**src/core/sideband_pkg.sv**
```systemverilog
// Shared constants and types for the switch sideband control block
package sideband_pkg;

  localparam int unsigned CLK_KHZ            = 125000;
  localparam int unsigned NUM_PORTS          = 3;
  localparam int unsigned GPIO_W             = 8;
  localparam int unsigned SMB_ADDR_LSB       = 5;
  localparam int unsigned SMB_ADDR_W         = 3;
  localparam int unsigned TAP_CHAIN_W        = 32;
  localparam int unsigned TAP_IR_W           = 4;

  // Hold of a downstream reset after a slot insertion
  localparam int unsigned INSERT_RESET_US    = 1;
  localparam int unsigned INSERT_RESET_CYC   = INSERT_RESET_US * CLK_KHZ / 1000;
  localparam int unsigned INSERT_CNT_W       = $clog2(INSERT_RESET_CYC + 1);

  // Error indicator blink half period (4 Hz blink)
  localparam int unsigned BLINK_HALF_MS      = 125;
  localparam int unsigned BLINK_HALF_CYC     = BLINK_HALF_MS * CLK_KHZ;
  localparam int unsigned BLINK_CNT_W        = 32;

  localparam logic        POWER_SAVE_RESET   = 1'b0;
  localparam logic        REFCLK_SEL_RESET   = 1'b0;
  localparam logic [TAP_IR_W-1:0]    TAP_IR_RESET    = 4'h1;
  localparam logic [TAP_CHAIN_W-1:0] TAP_CHAIN_RESET = 32'h0000_0000;

  typedef enum logic [1:0] {
    TAP_RESET = 2'b00,
    TAP_IDLE  = 2'b01,
    TAP_SHIFT = 2'b11
  } tap_state_t;

  // All pins that arrive from outside the core clock domain
  typedef struct packed {
    logic                    fundamental_reset_n;
    logic                    wake_request_n;
    logic [2:1]              slot_present_n;
    logic                    shared_refclk_select;
    logic                    scan_enable;
    logic                    tck;
    logic                    tms;
    logic                    tdi;
    logic                    test_reset_n;
    logic                    power_saving_strap;
    logic [GPIO_W-1:0]       gpio;
  } pins_t;

endpackage : sideband_pkg

```
**src/core/blink_if.sv**
```systemverilog
// Blink phase carried from the blink generator to the indicator logic
interface blink_if;
  logic phase;
  logic restart;
  modport gen (output phase, input restart);
  modport use_phase (input phase, output restart);
endinterface : blink_if

```
**src/core/blink_gen.sv**
```systemverilog
// Free-running blink phase generator for the error indicators
module blink_gen #(
  parameter int unsigned HALF_CYC = sideband_pkg::BLINK_HALF_CYC
) (
  // Clock and reset
  input  wire logic core_clk_i,
  input  wire logic rst_n_i,
  // Phase output
  blink_if.gen      blink
);

  localparam logic [sideband_pkg::BLINK_CNT_W-1:0] LAST =
    sideband_pkg::BLINK_CNT_W'(HALF_CYC - 1);

  logic [sideband_pkg::BLINK_CNT_W-1:0] count;
  logic                                 phase;

  always_ff @(posedge core_clk_i or negedge rst_n_i) begin
    if (!rst_n_i) begin
      count <= '0;
      phase <= 1'b0;
    end else if (blink.restart) begin
      count <= '0;
      phase <= 1'b0;
    end else if (count == LAST) begin
      count <= '0;
      phase <= ~phase; // RULE15
    end else begin
      count <= count + 1'b1;
    end
  end

  assign blink.phase = phase;
endmodule : blink_gen

```
**src/core/switch_sideband_control.sv**
```systemverilog
// Sideband control: resets, slot sense, wake, error lamps, GPIO, strap, scan and TAP
// Function
// [RULE1] Wake request low makes the upstream port request a beacon.
// [RULE2] Fundamental reset clears all internal state except sticky flags.
// [RULE3] Downstream resets active during fundamental reset or just after slot insertion.
// [RULE4] Presence input low means device present; high means slot empty.
// [RULE5] Shared reference clock select high means platform clock used.
// [RULE6] Scan enable pin driven as output at 0 outside manufacturing test.
// [RULE7] Error indicator toggles while a PHY error is detected on its port.
// [RULE8] Error indicator stays low while no PHY error is detected.
// [RULE9] Each GPIO pin is input-only or bidirectional per output enable setting.
// [RULE10] GPIO 7 to 5 give SMBus slave address bits 2 to 0.
// [RULE11] Power saving strap sampled at reset; high enables power saving.
// [RULE12] Test reset low forces the TAP into its initialised state.
// [RULE13] With scan enable high, data shifts out on TDO timed by TCK.
// [RULE14] With scan enable high, data and instructions shift in from TDI.
// [RULE15] Error indicator blinks at a few hertz from a divided core clock.
module switch_sideband_control #(
  parameter int unsigned BLINK_HALF_CYC = sideband_pkg::BLINK_HALF_CYC
) (
  // Clock and reset
  input  wire logic                                core_clk_i,
  input  wire logic                                rst_n_i,
  // Reset, wake and slot pins
  input  wire logic                                fundamental_reset_n_i,
  input  wire logic                                wake_request_n_i,
  input  wire logic [2:1]                          slot_present_n_i,
  input  wire logic                                shared_refclk_select_i,
  output logic      [2:1]                          downstream_port_reset_n_o,
  output logic                                     beacon_request_o,
  output logic      [2:1]                          slot_occupied_o,
  output logic                                     shared_refclk_used_o,
  // PHY error status
  input  wire logic [sideband_pkg::NUM_PORTS-1:0]  phy_error_i,
  input  wire logic [sideband_pkg::NUM_PORTS-1:0]  phy_error_seen_clear_i,
  output logic      [sideband_pkg::NUM_PORTS-1:0]  phy_error_indicator_o,
  output logic      [sideband_pkg::NUM_PORTS-1:0]  phy_error_seen_o,
  // General purpose pins
  input  wire logic [sideband_pkg::GPIO_W-1:0]     gpio_i,
  input  wire logic [sideband_pkg::GPIO_W-1:0]     gpio_out_value_i,
  input  wire logic [sideband_pkg::GPIO_W-1:0]     gpio_output_enable_i,
  input  wire logic                                smbus_used_i,
  output logic      [sideband_pkg::GPIO_W-1:0]     gpio_o,
  output logic      [sideband_pkg::GPIO_W-1:0]     gpio_oe_o,
  output logic      [sideband_pkg::GPIO_W-1:0]     gpio_in_o,
  output logic      [sideband_pkg::SMB_ADDR_W-1:0] smbus_address_low_o,
  // Power saving strap
  input  wire logic                                power_saving_strap_i,
  output logic                                     power_saving_enable_o,
  // Scan and boundary scan
  input  wire logic                                scan_test_mode_i,
  input  wire logic                                scan_enable_i,
  output logic                                     scan_enable_o,
  output logic                                     scan_enable_oe_o,
  input  wire logic                                tck_i,
  input  wire logic                                tms_i,
  input  wire logic                                tdi_i,
  input  wire logic                                test_reset_n_i,
  output logic                                     tdo_o
);

  sideband_pkg::pins_t pins_raw;
  sideband_pkg::pins_t pins_meta;
  sideband_pkg::pins_t pins;

  assign pins_raw = '{fundamental_reset_n:  fundamental_reset_n_i,
                      wake_request_n:       wake_request_n_i,
                      slot_present_n:       slot_present_n_i,
                      shared_refclk_select: shared_refclk_select_i,
                      scan_enable:          scan_enable_i,
                      tck:                  tck_i,
                      tms:                  tms_i,
                      tdi:                  tdi_i,
                      test_reset_n:         test_reset_n_i,
                      power_saving_strap:   power_saving_strap_i,
                      gpio:                 gpio_i};

  // Two-stage synchroniser; pull-up pins reset high
  always_ff @(posedge core_clk_i or negedge rst_n_i) begin
    if (!rst_n_i) begin
      pins_meta <= '{fundamental_reset_n: 1'b1, wake_request_n: 1'b1, test_reset_n: 1'b1,
                     slot_present_n: 2'h3, default: '0};
      pins      <= '{fundamental_reset_n: 1'b1, wake_request_n: 1'b1, test_reset_n: 1'b1,
                     slot_present_n: 2'h3, default: '0};
    end else begin
      pins_meta <= pins_raw;
      pins      <= pins_meta;
    end
  end

  logic fund_active;
  assign fund_active = ~pins.fundamental_reset_n;

  // Wake, reference clock and slot presence
  always_ff @(posedge core_clk_i or negedge rst_n_i) begin
    if (!rst_n_i) begin
      beacon_request_o     <= 1'b0;
      shared_refclk_used_o <= sideband_pkg::REFCLK_SEL_RESET;
      slot_occupied_o      <= '0;
    end else if (fund_active) begin
      beacon_request_o     <= 1'b0; // RULE2
      shared_refclk_used_o <= sideband_pkg::REFCLK_SEL_RESET;
      slot_occupied_o      <= '0;
    end else begin
      beacon_request_o     <= ~pins.wake_request_n; // RULE1
      shared_refclk_used_o <= pins.shared_refclk_select; // RULE5
      slot_occupied_o      <= ~pins.slot_present_n; // RULE4
    end
  end

  // Downstream resets, per slot
  logic [2:1] present_d;
  for (genvar p = 1; p <= 2; p++) begin : g_slot
    logic [sideband_pkg::INSERT_CNT_W-1:0] hold;
    logic                                  inserted;
    assign inserted = ~pins.slot_present_n[p] & ~present_d[p];

    always_ff @(posedge core_clk_i or negedge rst_n_i) begin
      if (!rst_n_i) begin
        present_d[p] <= 1'b0;
        hold         <= '0;
        downstream_port_reset_n_o[p] <= 1'b0;
      end else begin
        present_d[p] <= ~pins.slot_present_n[p]; // RULE4
        if (fund_active) begin
          hold <= '0;
        end else if (inserted) begin
          hold <= sideband_pkg::INSERT_CNT_W'(sideband_pkg::INSERT_RESET_CYC);
        end else if (hold != '0) begin
          hold <= hold - 1'b1;
        end
        downstream_port_reset_n_o[p] <= ~(fund_active | inserted | (hold > 1)); // RULE3
      end
    end
  end

  // PHY error lamps and sticky flags
  blink_if blink ();
  blink_gen #(
    .HALF_CYC (BLINK_HALF_CYC)
  ) u_blink (
    .core_clk_i (core_clk_i),
    .rst_n_i    (rst_n_i),
    .blink      (blink.gen)
  );
  assign blink.restart = fund_active;

  always_ff @(posedge core_clk_i or negedge rst_n_i) begin
    if (!rst_n_i) begin
      phy_error_indicator_o <= '0;
    end else if (fund_active) begin
      phy_error_indicator_o <= '0;
    end else begin
      phy_error_indicator_o <= phy_error_i & {sideband_pkg::NUM_PORTS{blink.phase}}; // RULE7 RULE8
    end
  end

  // Sticky: cleared by the core reset or phy_error_seen_clear_i (a new error wins), never by the fundamental reset
  always_ff @(posedge core_clk_i or negedge rst_n_i) begin
    if (!rst_n_i) begin
      phy_error_seen_o <= '0;
    end else begin
      phy_error_seen_o <= (phy_error_seen_o & ~phy_error_seen_clear_i) | phy_error_i; // RULE2
    end
  end

  // General purpose pins
  always_ff @(posedge core_clk_i or negedge rst_n_i) begin
    if (!rst_n_i) begin
      gpio_o    <= '0;
      gpio_oe_o <= '0;
      gpio_in_o <= '0;
      smbus_address_low_o <= '0;
    end else if (fund_active) begin
      gpio_o    <= '0;
      gpio_oe_o <= '0;
      gpio_in_o <= pins.gpio;
      smbus_address_low_o <= '0;
    end else begin
      gpio_o    <= gpio_out_value_i;
      gpio_oe_o <= gpio_output_enable_i; // RULE9
      gpio_in_o <= pins.gpio;
      smbus_address_low_o <= smbus_used_i ?
        pins.gpio[sideband_pkg::SMB_ADDR_LSB +: sideband_pkg::SMB_ADDR_W] : '0; // RULE10
    end
  end

  // Strap follows the pin while the fundamental reset is held, frozen on release
  always_ff @(posedge core_clk_i or negedge rst_n_i) begin
    if (!rst_n_i) begin
      power_saving_enable_o <= sideband_pkg::POWER_SAVE_RESET;
    end else if (fund_active) begin
      power_saving_enable_o <= pins.power_saving_strap; // RULE11
    end
  end

  // Scan enable pin is an output at 0 outside manufacturing test
  assign scan_enable_o    = 1'b0; // RULE6
  assign scan_enable_oe_o = ~scan_test_mode_i; // RULE6

  // Boundary scan access port
  sideband_pkg::tap_state_t tap_state;
  logic                                    tck_d;
  logic                                    tck_rise;
  logic                                    scan_on;
  logic [sideband_pkg::TAP_CHAIN_W-1:0]    tap_chain;
  logic [sideband_pkg::TAP_IR_W-1:0]       tap_ir;

  assign tck_rise = pins.tck & ~tck_d;
  assign scan_on  = scan_test_mode_i & pins.scan_enable;

  always_ff @(posedge core_clk_i or negedge rst_n_i) begin
    if (!rst_n_i) begin
      tck_d     <= 1'b0;
      tap_state <= sideband_pkg::TAP_RESET;
    end else begin
      tck_d <= pins.tck;
      if (!pins.test_reset_n || fund_active) begin
        tap_state <= sideband_pkg::TAP_RESET; // RULE12
      end else if (tck_rise) begin
        unique case (tap_state)
          sideband_pkg::TAP_RESET: tap_state <= pins.tms ? sideband_pkg::TAP_RESET : sideband_pkg::TAP_IDLE;
          sideband_pkg::TAP_IDLE:  tap_state <= scan_on ? sideband_pkg::TAP_SHIFT : sideband_pkg::TAP_IDLE;
          sideband_pkg::TAP_SHIFT: tap_state <= scan_on ? sideband_pkg::TAP_SHIFT : sideband_pkg::TAP_IDLE;
          default:                 tap_state <= sideband_pkg::TAP_RESET;
        endcase
      end
    end
  end

  // TMS high while shifting selects the instruction path
  always_ff @(posedge core_clk_i or negedge rst_n_i) begin
    if (!rst_n_i) begin
      tap_chain <= sideband_pkg::TAP_CHAIN_RESET;
      tap_ir    <= sideband_pkg::TAP_IR_RESET;
      tdo_o     <= 1'b0;
    end else if (tap_state == sideband_pkg::TAP_RESET) begin
      tap_chain <= sideband_pkg::TAP_CHAIN_RESET; // RULE12
      tap_ir    <= sideband_pkg::TAP_IR_RESET;
      tdo_o     <= 1'b0;
    end else if (tck_rise && tap_state == sideband_pkg::TAP_SHIFT && scan_on) begin
      if (pins.tms) begin
        tap_ir <= {pins.tdi, tap_ir[sideband_pkg::TAP_IR_W-1:1]}; // RULE14
        tdo_o  <= tap_ir[0]; // RULE13
      end else begin
        tap_chain <= {pins.tdi, tap_chain[sideband_pkg::TAP_CHAIN_W-1:1]}; // RULE14
        tdo_o     <= tap_chain[0]; // RULE13
      end
    end
  end
endmodule : switch_sideband_control

```
**config.mk**
```make
export PLATFORM = sky130hd
export DESIGN_NAME = switch_sideband_control
export DESIGN_NICKNAME = d
export VERILOG_FILES = /design/src/core/sideband_pkg.sv /design/src/core/blink_if.sv /design/src/core/blink_gen.sv /design/src/core/switch_sideband_control.sv
export SDC_FILE = /design/constraint.sdc
export NUM_CORES = 1
export LEC_CHECK = 0
export BUFFER_PORTS_ARGS = -buffer_cell sky130_fd_sc_hd__buf_4
export CAP_MARGIN = 20
export CORE_MARGIN = 3
export CORE_UTILIZATION = 51
export DETAILED_ROUTE_END_ITERATION = 16
export GPL_TIMING_DRIVEN = 0
export PLACE_DENSITY = 0.86
export RECOVER_POWER = 100
export SLEW_MARGIN = 20
export SYNTH_ARGS = -nofsm -noshare
export SYNTH_HDL_FRONTEND = slang
export SYNTH_SLANG_ARGS = --single-unit
```
**constraint.sdc**
```tcl
create_clock -name core_clk_i -period 2.2 [get_ports core_clk_i]
set_clock_uncertainty 0.1 [all_clocks]
set_input_delay 0.11 -clock core_clk_i [delete_from_list [all_inputs] [get_ports core_clk_i]]
set_output_delay 0.11 -clock core_clk_i [all_outputs]
set_load 0.1 [all_outputs]
```
==> results of run 1 <==
## repair_timing
action                                  in CTS  in global routing
pin swaps                                    1                  4
setup buffers                                1                  5
hold endpoints to repair                   105                  0
endpoints found under the setup margin      31                 43
hold buffers                                43                  0
resized for setup                           11                 31
cloned                                       0                  2
## power by group
part / total, W / leakage [nW] / switching [W] / internal (W)
clock network: 0.00304 / 0.296 / 0.00120 / 0.00184
registers: 0.00344 / 2.14 / 0.000171 / 0.00327
logic: 0.00126 / 1.16 / 0.000840 / 0.000417
## final cells by class
cell class	instances	area (um^2)
inverters	20	75.1
multi-input cells	342	2060
plain buffers	24	133
clock buffers	20	457
clock inverters	12	151
fillers	813	3780
well taps	168	210
flip-flops and latches	167	4200
repair buffers	138	1000
## layer usage
metal / routed length [um] / global-route usage / part of all wire / vias to the layer above
met5: 0 / 0 / 0 / -
met4: 567 / 0.108 / 0.036 / 0
met3: 894 / 0.0538 / 0.057 / 59
met2: 8250 / 0.380 / 0.53 / 210
met1: 5840 / 0.271 / 0.38 / 2439
li1: - / - / - / 2187
## synth_stat cells (all sizes together) (2+ instances only)
cell	count	area (um^2)
o31ai	10	80.1
inv	19	71.3
o211ai	2	15.0
o21ai	45	225
mux2i	3	30.0
a2111oi	2	17.5
nor3	5	25.0
a21o	3	22.5
or2	3	18.8
clkbuf	18	67.6
nor4	10	62.6
a21oi	29	153
nand4	10	83.8
and3	10	62.6
nor2	33	124
buf	7	43.8
dfrtp	156	3900
or4	13	105
nor3b	2	15.0
xor2	8	70.1
nand3b	4	30.0
and2	17	106
nand3	14	70.1
dfstp	11	289
or3	7	43.8
xnor2	18	158
ha	7	87.6
nand2	79	297
## layout by cell type, fill, tap and decap left out, types with 10 or more instances in the layout
| master | count |
|---|---|
| a21oi_1 | 20 |
| nor2_1 | 30 |
| and2_0 | 16 |
| o21ai_0 | 43 |
| clkbuf_1 | 58 |
| buf_4 | 32 |
| nand2_1 | 79 |
| xnor2_1 | 18 |
| dlygate4sd3_1 | 43 |
| clkbuf_16 | 17 |
| nand3_1 | 13 |
| and3_1 | 10 |
| dfrtp_1 | 149 |
| clkbuf_4 | 19 |
| inv_1 | 19 |
## through the flow
step	hold slack (ns)	power (W)	setup TNS, ns	setup slack, ns
floorplan	-0.286	0.00428	0	0.108
global placement	0.119	0.00455	-0.729	-0.0468
detailed placement	-0.0259	0.00464	-0.452	-0.0508
CTS	0.119	0.00776	-0.0113	-0.00910
global route	0.146	0.00801	-4.73	-0.167
finish	0.135	0.00774	-3.11	-0.129
## kinds of logic (layout without fill, tap and decap cells)
kind of cell,count (synthesis),after routing
and+or+nand+nor,211,211
other,1,1
DFF,167,167
adders and majority gates,7,7
muxes,4,4
xor gates and xnor gates,26,26
AOI/OAI and AO/OA,93,93
buffers and inverters,45,214
## final timing paths
kind	slack (ns)	startpoint	to
min	0.13	scan_test_mode_i	tap_state[1]$_DFFE_PN0P_
min reg2reg	0.25	pins_meta[8]$_DFF_PN0_	pins[8]$_DFF_PN0_
max in group asynchronous	0.26	rst_n_i	u_blink.count[8]$_DFF_PN0_
min in group asynchronous	0.50	rst_n_i	pins[11]$_DFF_PN0_
max reg2reg	-0.13	u_blink.count[6]$_DFF_PN0_	u_blink.count[22]$_DFF_PN0_
max	-0.13	u_blink.count[6]$_DFF_PN0_	u_blink.count[22]$_DFF_PN0_
## sequential cells by signal, summed over array words and instances, names as in the netlist, 3 cells and up
name / count
phy_error_indicator_o: 3
smbus_address_low_o: 3
pins_meta: 19
tap_ir: 4
pins: 19
phy_error_seen_o: 3
u_blink.count: 32
gpio_oe_o: 8
g_slot.hold: 14
gpio_in_o: 8
tap_chain: 32
gpio_o: 8
## worst reg2reg max path, stage by stage (launching register included)
cell and delay [ns]:
dfrtp_2 0.43, or4_4 0.56, or4_4 0.47, o31ai_4 0.29, buf_6 0.16, buf_4 0.14, a21oi_1 0.05
==> metrics.yaml, run 1 <==
status:
  status: "complete, but fails checks"
  violations: "max-capacitance violations, max-slew violations, negative setup slack"
final_layout:
  fin_area_mm2: 0.00828
  nNetsFinal: 762
  stdcell_count: 891
  post-route-util: 0.687
  diodes: 0
  layout-drive-gt1-share: 0.187
  area_delta_synth_final_pct: 30.6
critical_path:
  crit_type: "reg2reg"
  critPathCaptureType: "flop"
  path_buf_inv: 2
  ff2ff_path_depth: 6
  critPathTopFamily: "simple AND/OR/NAND/NOR gates"
  critPathMaxFanout: 5
  critPathMaxStageDelay_ns: 0.56
  required_ns: 2.40
  cp.arrival_ns: 2.53
  cpMaxStageDelayCell: "or4_4"
  crit_path_start_kind: "flop"
  crit_cells: 6
  worst_path_most_repeated_cell: "or4_4"
  crit_chain: "or4_4 -> or4_4 -> o31ai_4 -> buf_6 -> buf_4 -> a21oi_1"
synthesis:
  yosys_warnings: 0
  synth_compound_area_frac: 0.0834
  synth_nets: 606
  ys_ff_latch: 167
  ys_seq_area_frac: 0.661
  synth.distinct_cells: 44
  synth_async_sr_flop_share: 1.00
  synth_mux_area_frac: 0.00651
  synthFlopType: "dfrtp_1"
  synth-edff-count: 0
  netlist_instances: 554
  syn_avg_cell_area_um2: 11.5
  synth-xor-area-share: 0.0359
  synthesis.area_mm2: 0.00634
  synthSimpleGateAreaFrac: 0.169
  synth_top_family_by_area: "simple AND/OR/NAND/NOR gates"
  synthAdderAreaFrac: 0.0138
cts:
  path_clk_slew_ns: 0.07
  root_buffer: "clkbuf_16"
  insertion_delay_ns: 0.43
  cts_tree: "yes"
  cts_made_buffers: 17
  cts.htree.levels: 4
  cts_buffer_depth: 2
  clkSinkCount: 167
die:
  core_mm2: 0.0121
  die_y_um: 118
  die_width_um: 118
  io_pins: 88
  rows: 40
  die_area_mm2: 0.0138
  start_util: 0.526
detailed_routing:
  drt.antenna.violating_nets: 0
  vias: 4895
  dr.pass1.iters: 5
  wl_per_cell_um: 17.5
  drt_iter0_markers: 632
  wirelength_um: 15500
  via_per_inst: 5.49
  drc: 0
power:
  p_per_area_mw_per_mm2: 934
  p_leak_nw: 3.59
  peakVddDrop_v: 0.000591
timing:
  slew_headroom: -0.00896
  worst_slew_pin_slew_ns: 1.51
  finalSetupViolCount: 31
  period_share: 1.06
  final.min_clock_period_ns: 2.33
  maxSlewViolCount: 62
  grt_setup_unrepaired: "true"
  layout_setup_ws_ns: -0.129
  hold_violations: 0
  fmax_mhz: 429
place:
  io_buffers: 86
  dpl-instance-area_mm2: 0.00723
  routabilityCongestion: 0.860
  place_inst: 809
  dp_hpwl_um: 8590
worst_hold_path:
  holdPathStages: 4
  hold_class: "in2reg"
global_route:
  overflow: 0
  grt_pass1_wl_um: 24600
  grt_pass1_vias: 4932
  grtUsageTotal: 0.224
  grt_max_degree: 107
  antenna_found_initial: 0
job:
  drv_cap: 1
Note: power is estimated with default switching activity, not from simulation.
==> run 2: changes to the inputs <==
--- a/config.mk
+++ b/config.mk
@@ -11,6 +11,7 @@
 export CORE_UTILIZATION = 51
 export DETAILED_ROUTE_END_ITERATION = 16
 export GPL_TIMING_DRIVEN = 0
+export MAX_ROUTING_LAYER = met4
 export PLACE_DENSITY = 0.86
 export RECOVER_POWER = 100
 export SLEW_MARGIN = 20
==> metrics.yaml, run 2 (synthesized netlist as in run 1, its figures left out) <==
final_layout:
  post-route-util: 0.687  # about the same
  fin_area_mm2: 0.00828  # about the same
  final_common_cell: "dfrtp_1"
  diodes: 0  # unchanged
  area_delta_synth_final_pct: 30.5  # about the same
  top_regs: "tap_chain (32), u_blink.count (32)"
  nNetsFinal: 762  # unchanged
  final_cell_mix: "dfrtp_1, nand2_1, clkbuf_1, o21ai_0, dlygate4sd3_1"
  fill_cells: 811  # -0.25%
  layout-drive-gt1-share: 0.187  # unchanged
power:
  p_int_w: 0.00553  # about the same
  finalPower_w: 0.00773  # -0.16%
  seq_power_share: 0.445  # about the same
  p_comb_frac: 0.162  # about the same
  switching_share: 0.284  # -0.00116
  p_sw_w: 0.00220  # -0.57%
  p_leak_nw: 3.59  # -0.16%
  p_per_area_mw_per_mm2: 933  # -0.13%
  peakVddDrop_v: 0.000589  # -0.34%
  p_clk_frac: 0.393  # about the same
detailed_routing:
  wl_per_cell_um: 17.3  # -0.89%
  drc: 0  # unchanged
  vias: 4839  # -1.1%
  dr.pass1.iters: 6  # +1
  via_per_inst: 5.43  # -1.1%
  drt.antenna.violating_nets: 0  # unchanged
  drt_iter0_markers: 601  # -4.9%
  wirelength_um: 15400  # -0.89%
critical_path:
  cp.arrival_ns: 2.52  # about the same
  critPathMaxFanout: 5  # unchanged
  critPathCaptureType: "flop"
  crit_type: "reg2reg"
  required_ns: 2.40  # about the same
  crit_path_start_kind: "flop"
place:
  post-place-ws_ns: -0.0508  # unchanged
  io_buffers: 86  # unchanged
  routabilityCongestion: 0.874  # +1.6%
  dpl-instance-area_mm2: 0.00723  # unchanged
  dp_hpwl_um: 8590  # unchanged
timing:
  hold_violations: 0  # unchanged
  finalSetupViolCount: 31  # unchanged
  maxSlewViolCount: 62  # unchanged
  worst_slew_pin_slew_ns: 1.52  # +0.00713 ns
  grt_setup_unrepaired: "true"
  layout_setup_ws_ns: -0.125  # +0.00469 ns
  period_share: 1.06  # -0.00213
  fmax_mhz: 430  # +0.20%
  final.min_clock_period_ns: 2.32  # -0.00469 ns
  slew_headroom: -0.0137  # -0.00475
global_route:
  grt_pass1_wl_um: 24600  # about the same
  grt_max_degree: 107  # unchanged
  antenna_found_initial: 0  # unchanged
  grtUsageTotal: 0.231  # +0.00648
  overflow: 0  # unchanged
  grt_pass1_vias: 4917  # -0.30%
cts:
  insertion_delay_ns: 0.43  # about the same
  path_clk_slew_ns: 0.07  # about the same
  cts_buffer_depth: 2  # unchanged
  cts_tree: "yes"
  cts.htree.levels: 4  # unchanged
  clkSinkCount: 167  # unchanged
  cts_made_buffers: 17  # unchanged
  root_buffer: "clkbuf_16"
die:
  rows: 40  # unchanged
  die_y_um: 118  # unchanged
  die_width_um: 118  # unchanged
  io_pins: 88  # unchanged
  start_util: 0.526  # unchanged
  die_area_mm2: 0.0138  # unchanged
  core_mm2: 0.0121  # unchanged
status:
  status: "complete, but fails checks"
  violations: "max-capacitance violations, max-slew violations, negative setup slack"
worst_hold_path:
  hold_class: "in2reg"
job:
  drv_cap: 1  # unchanged
run 2: cell count changes in the layout (fill, tap and decap cells not counted), sizes merged:
| cell | delta |
|---|---|
| buf | -1 |
| clkbuf | +1 |
run 2: stage by stage:
| stage | instances | hold WS (ns) | setup TNS (ns) |
|---|---|---|---|
| after floorplan | 554 | -0.286 | 0 |
| after global placement | 808 | 0.119 | -0.729 |
| after detailed placement | 809 | -0.0259 | -0.452 |
| after CTS | 884 | 0.119 | -0.0113 |
| after global routing | 891 | 0.149 | -4.09 |
| final | 891 | 0.137 | -2.83 |
run 2: per-layer routing:
| layer | vias to the layer above | wire length, um | track usage |
|---|---|---|---|
| li1 | 2186 | - | - |
| met1 | 2397 | 6010 | 0.272 |
| met2 | 198 | 8020 | 0.379 |
| met3 | 58 | 767 | 0.0495 |
| met4 | 0 | 611 | 0.115 |
| met5 | - | 0 | - |
run 2: worst paths after layout:
kind	from	end	slack [ns]	cells past startpoint
max reg2reg	u_blink.count[6]$_DFF_PN0_	u_blink.count[27]$_DFF_PN0_	-0.12	6
min	scan_test_mode_i	tap_state[1]$_DFFE_PN0P_	0.14	4
max	u_blink.count[6]$_DFF_PN0_	u_blink.count[27]$_DFF_PN0_	-0.12	6
max in group asynchronous	rst_n_i	u_blink.count[8]$_DFF_PN0_	0.26	3
min in group asynchronous	rst_n_i	pins[11]$_DFF_PN0_	0.51	2
min reg2reg	pins[3]$_DFF_PN0_	gpio_in_o[3]$_DFF_PN0_	0.25	0
run 2: final cells by class:
| type | count | area, um^2 | area share |
|---|---|---|---|
| sequential | 167 | 4200 | 0.508 |
| multi-input combinational | 342 | 2060 | 0.248 |
| tap | 168 | 210 | 0.0254 |
| clock buffer | 20 | 457 | 0.0552 |
| clock inverter | 12 | 151 | 0.0183 |
| buffer | 24 | 133 | 0.0160 |
| timing repair buffer | 138 | 996 | 0.120 |
| inverter | 20 | 75.1 | 0.00907 |
run 2: what timing repair did:
action | in CTS | in global routing
endpoints found under the hold margin | 105 | 0
gates cloned | 0 | 2
buffers inserted | 1 | 5
endpoints found under the setup margin | 31 | 43
gates resized for setup | 11 | 31
pin swaps | 1 | 4
hold buffers | 43 | 0
run 2: power groups by stage:
stage | Sequential, W | Clock [W] | Combinational, W
finish | 0.00344 | 0.00304 | 0.00125
global route | 0.00346 | 0.00320 | 0.00134
CTS | 0.00343 | 0.00306 | 0.00127
detailed placement | 0.00348 | 0 | 0.00116
global placement | 0.00346 | 0 | 0.00109
floorplan | 0.00376 | 0 | 0.000517
run 2: worst max-delay path: stages, from the launching register on:
cell and delay (ns):
dfrtp_2 0.43, or4_4 0.55, or4_4 0.47, o31ai_4 0.30, buf_6 0.16, buf_6 0.14, a21oi_2 0.04
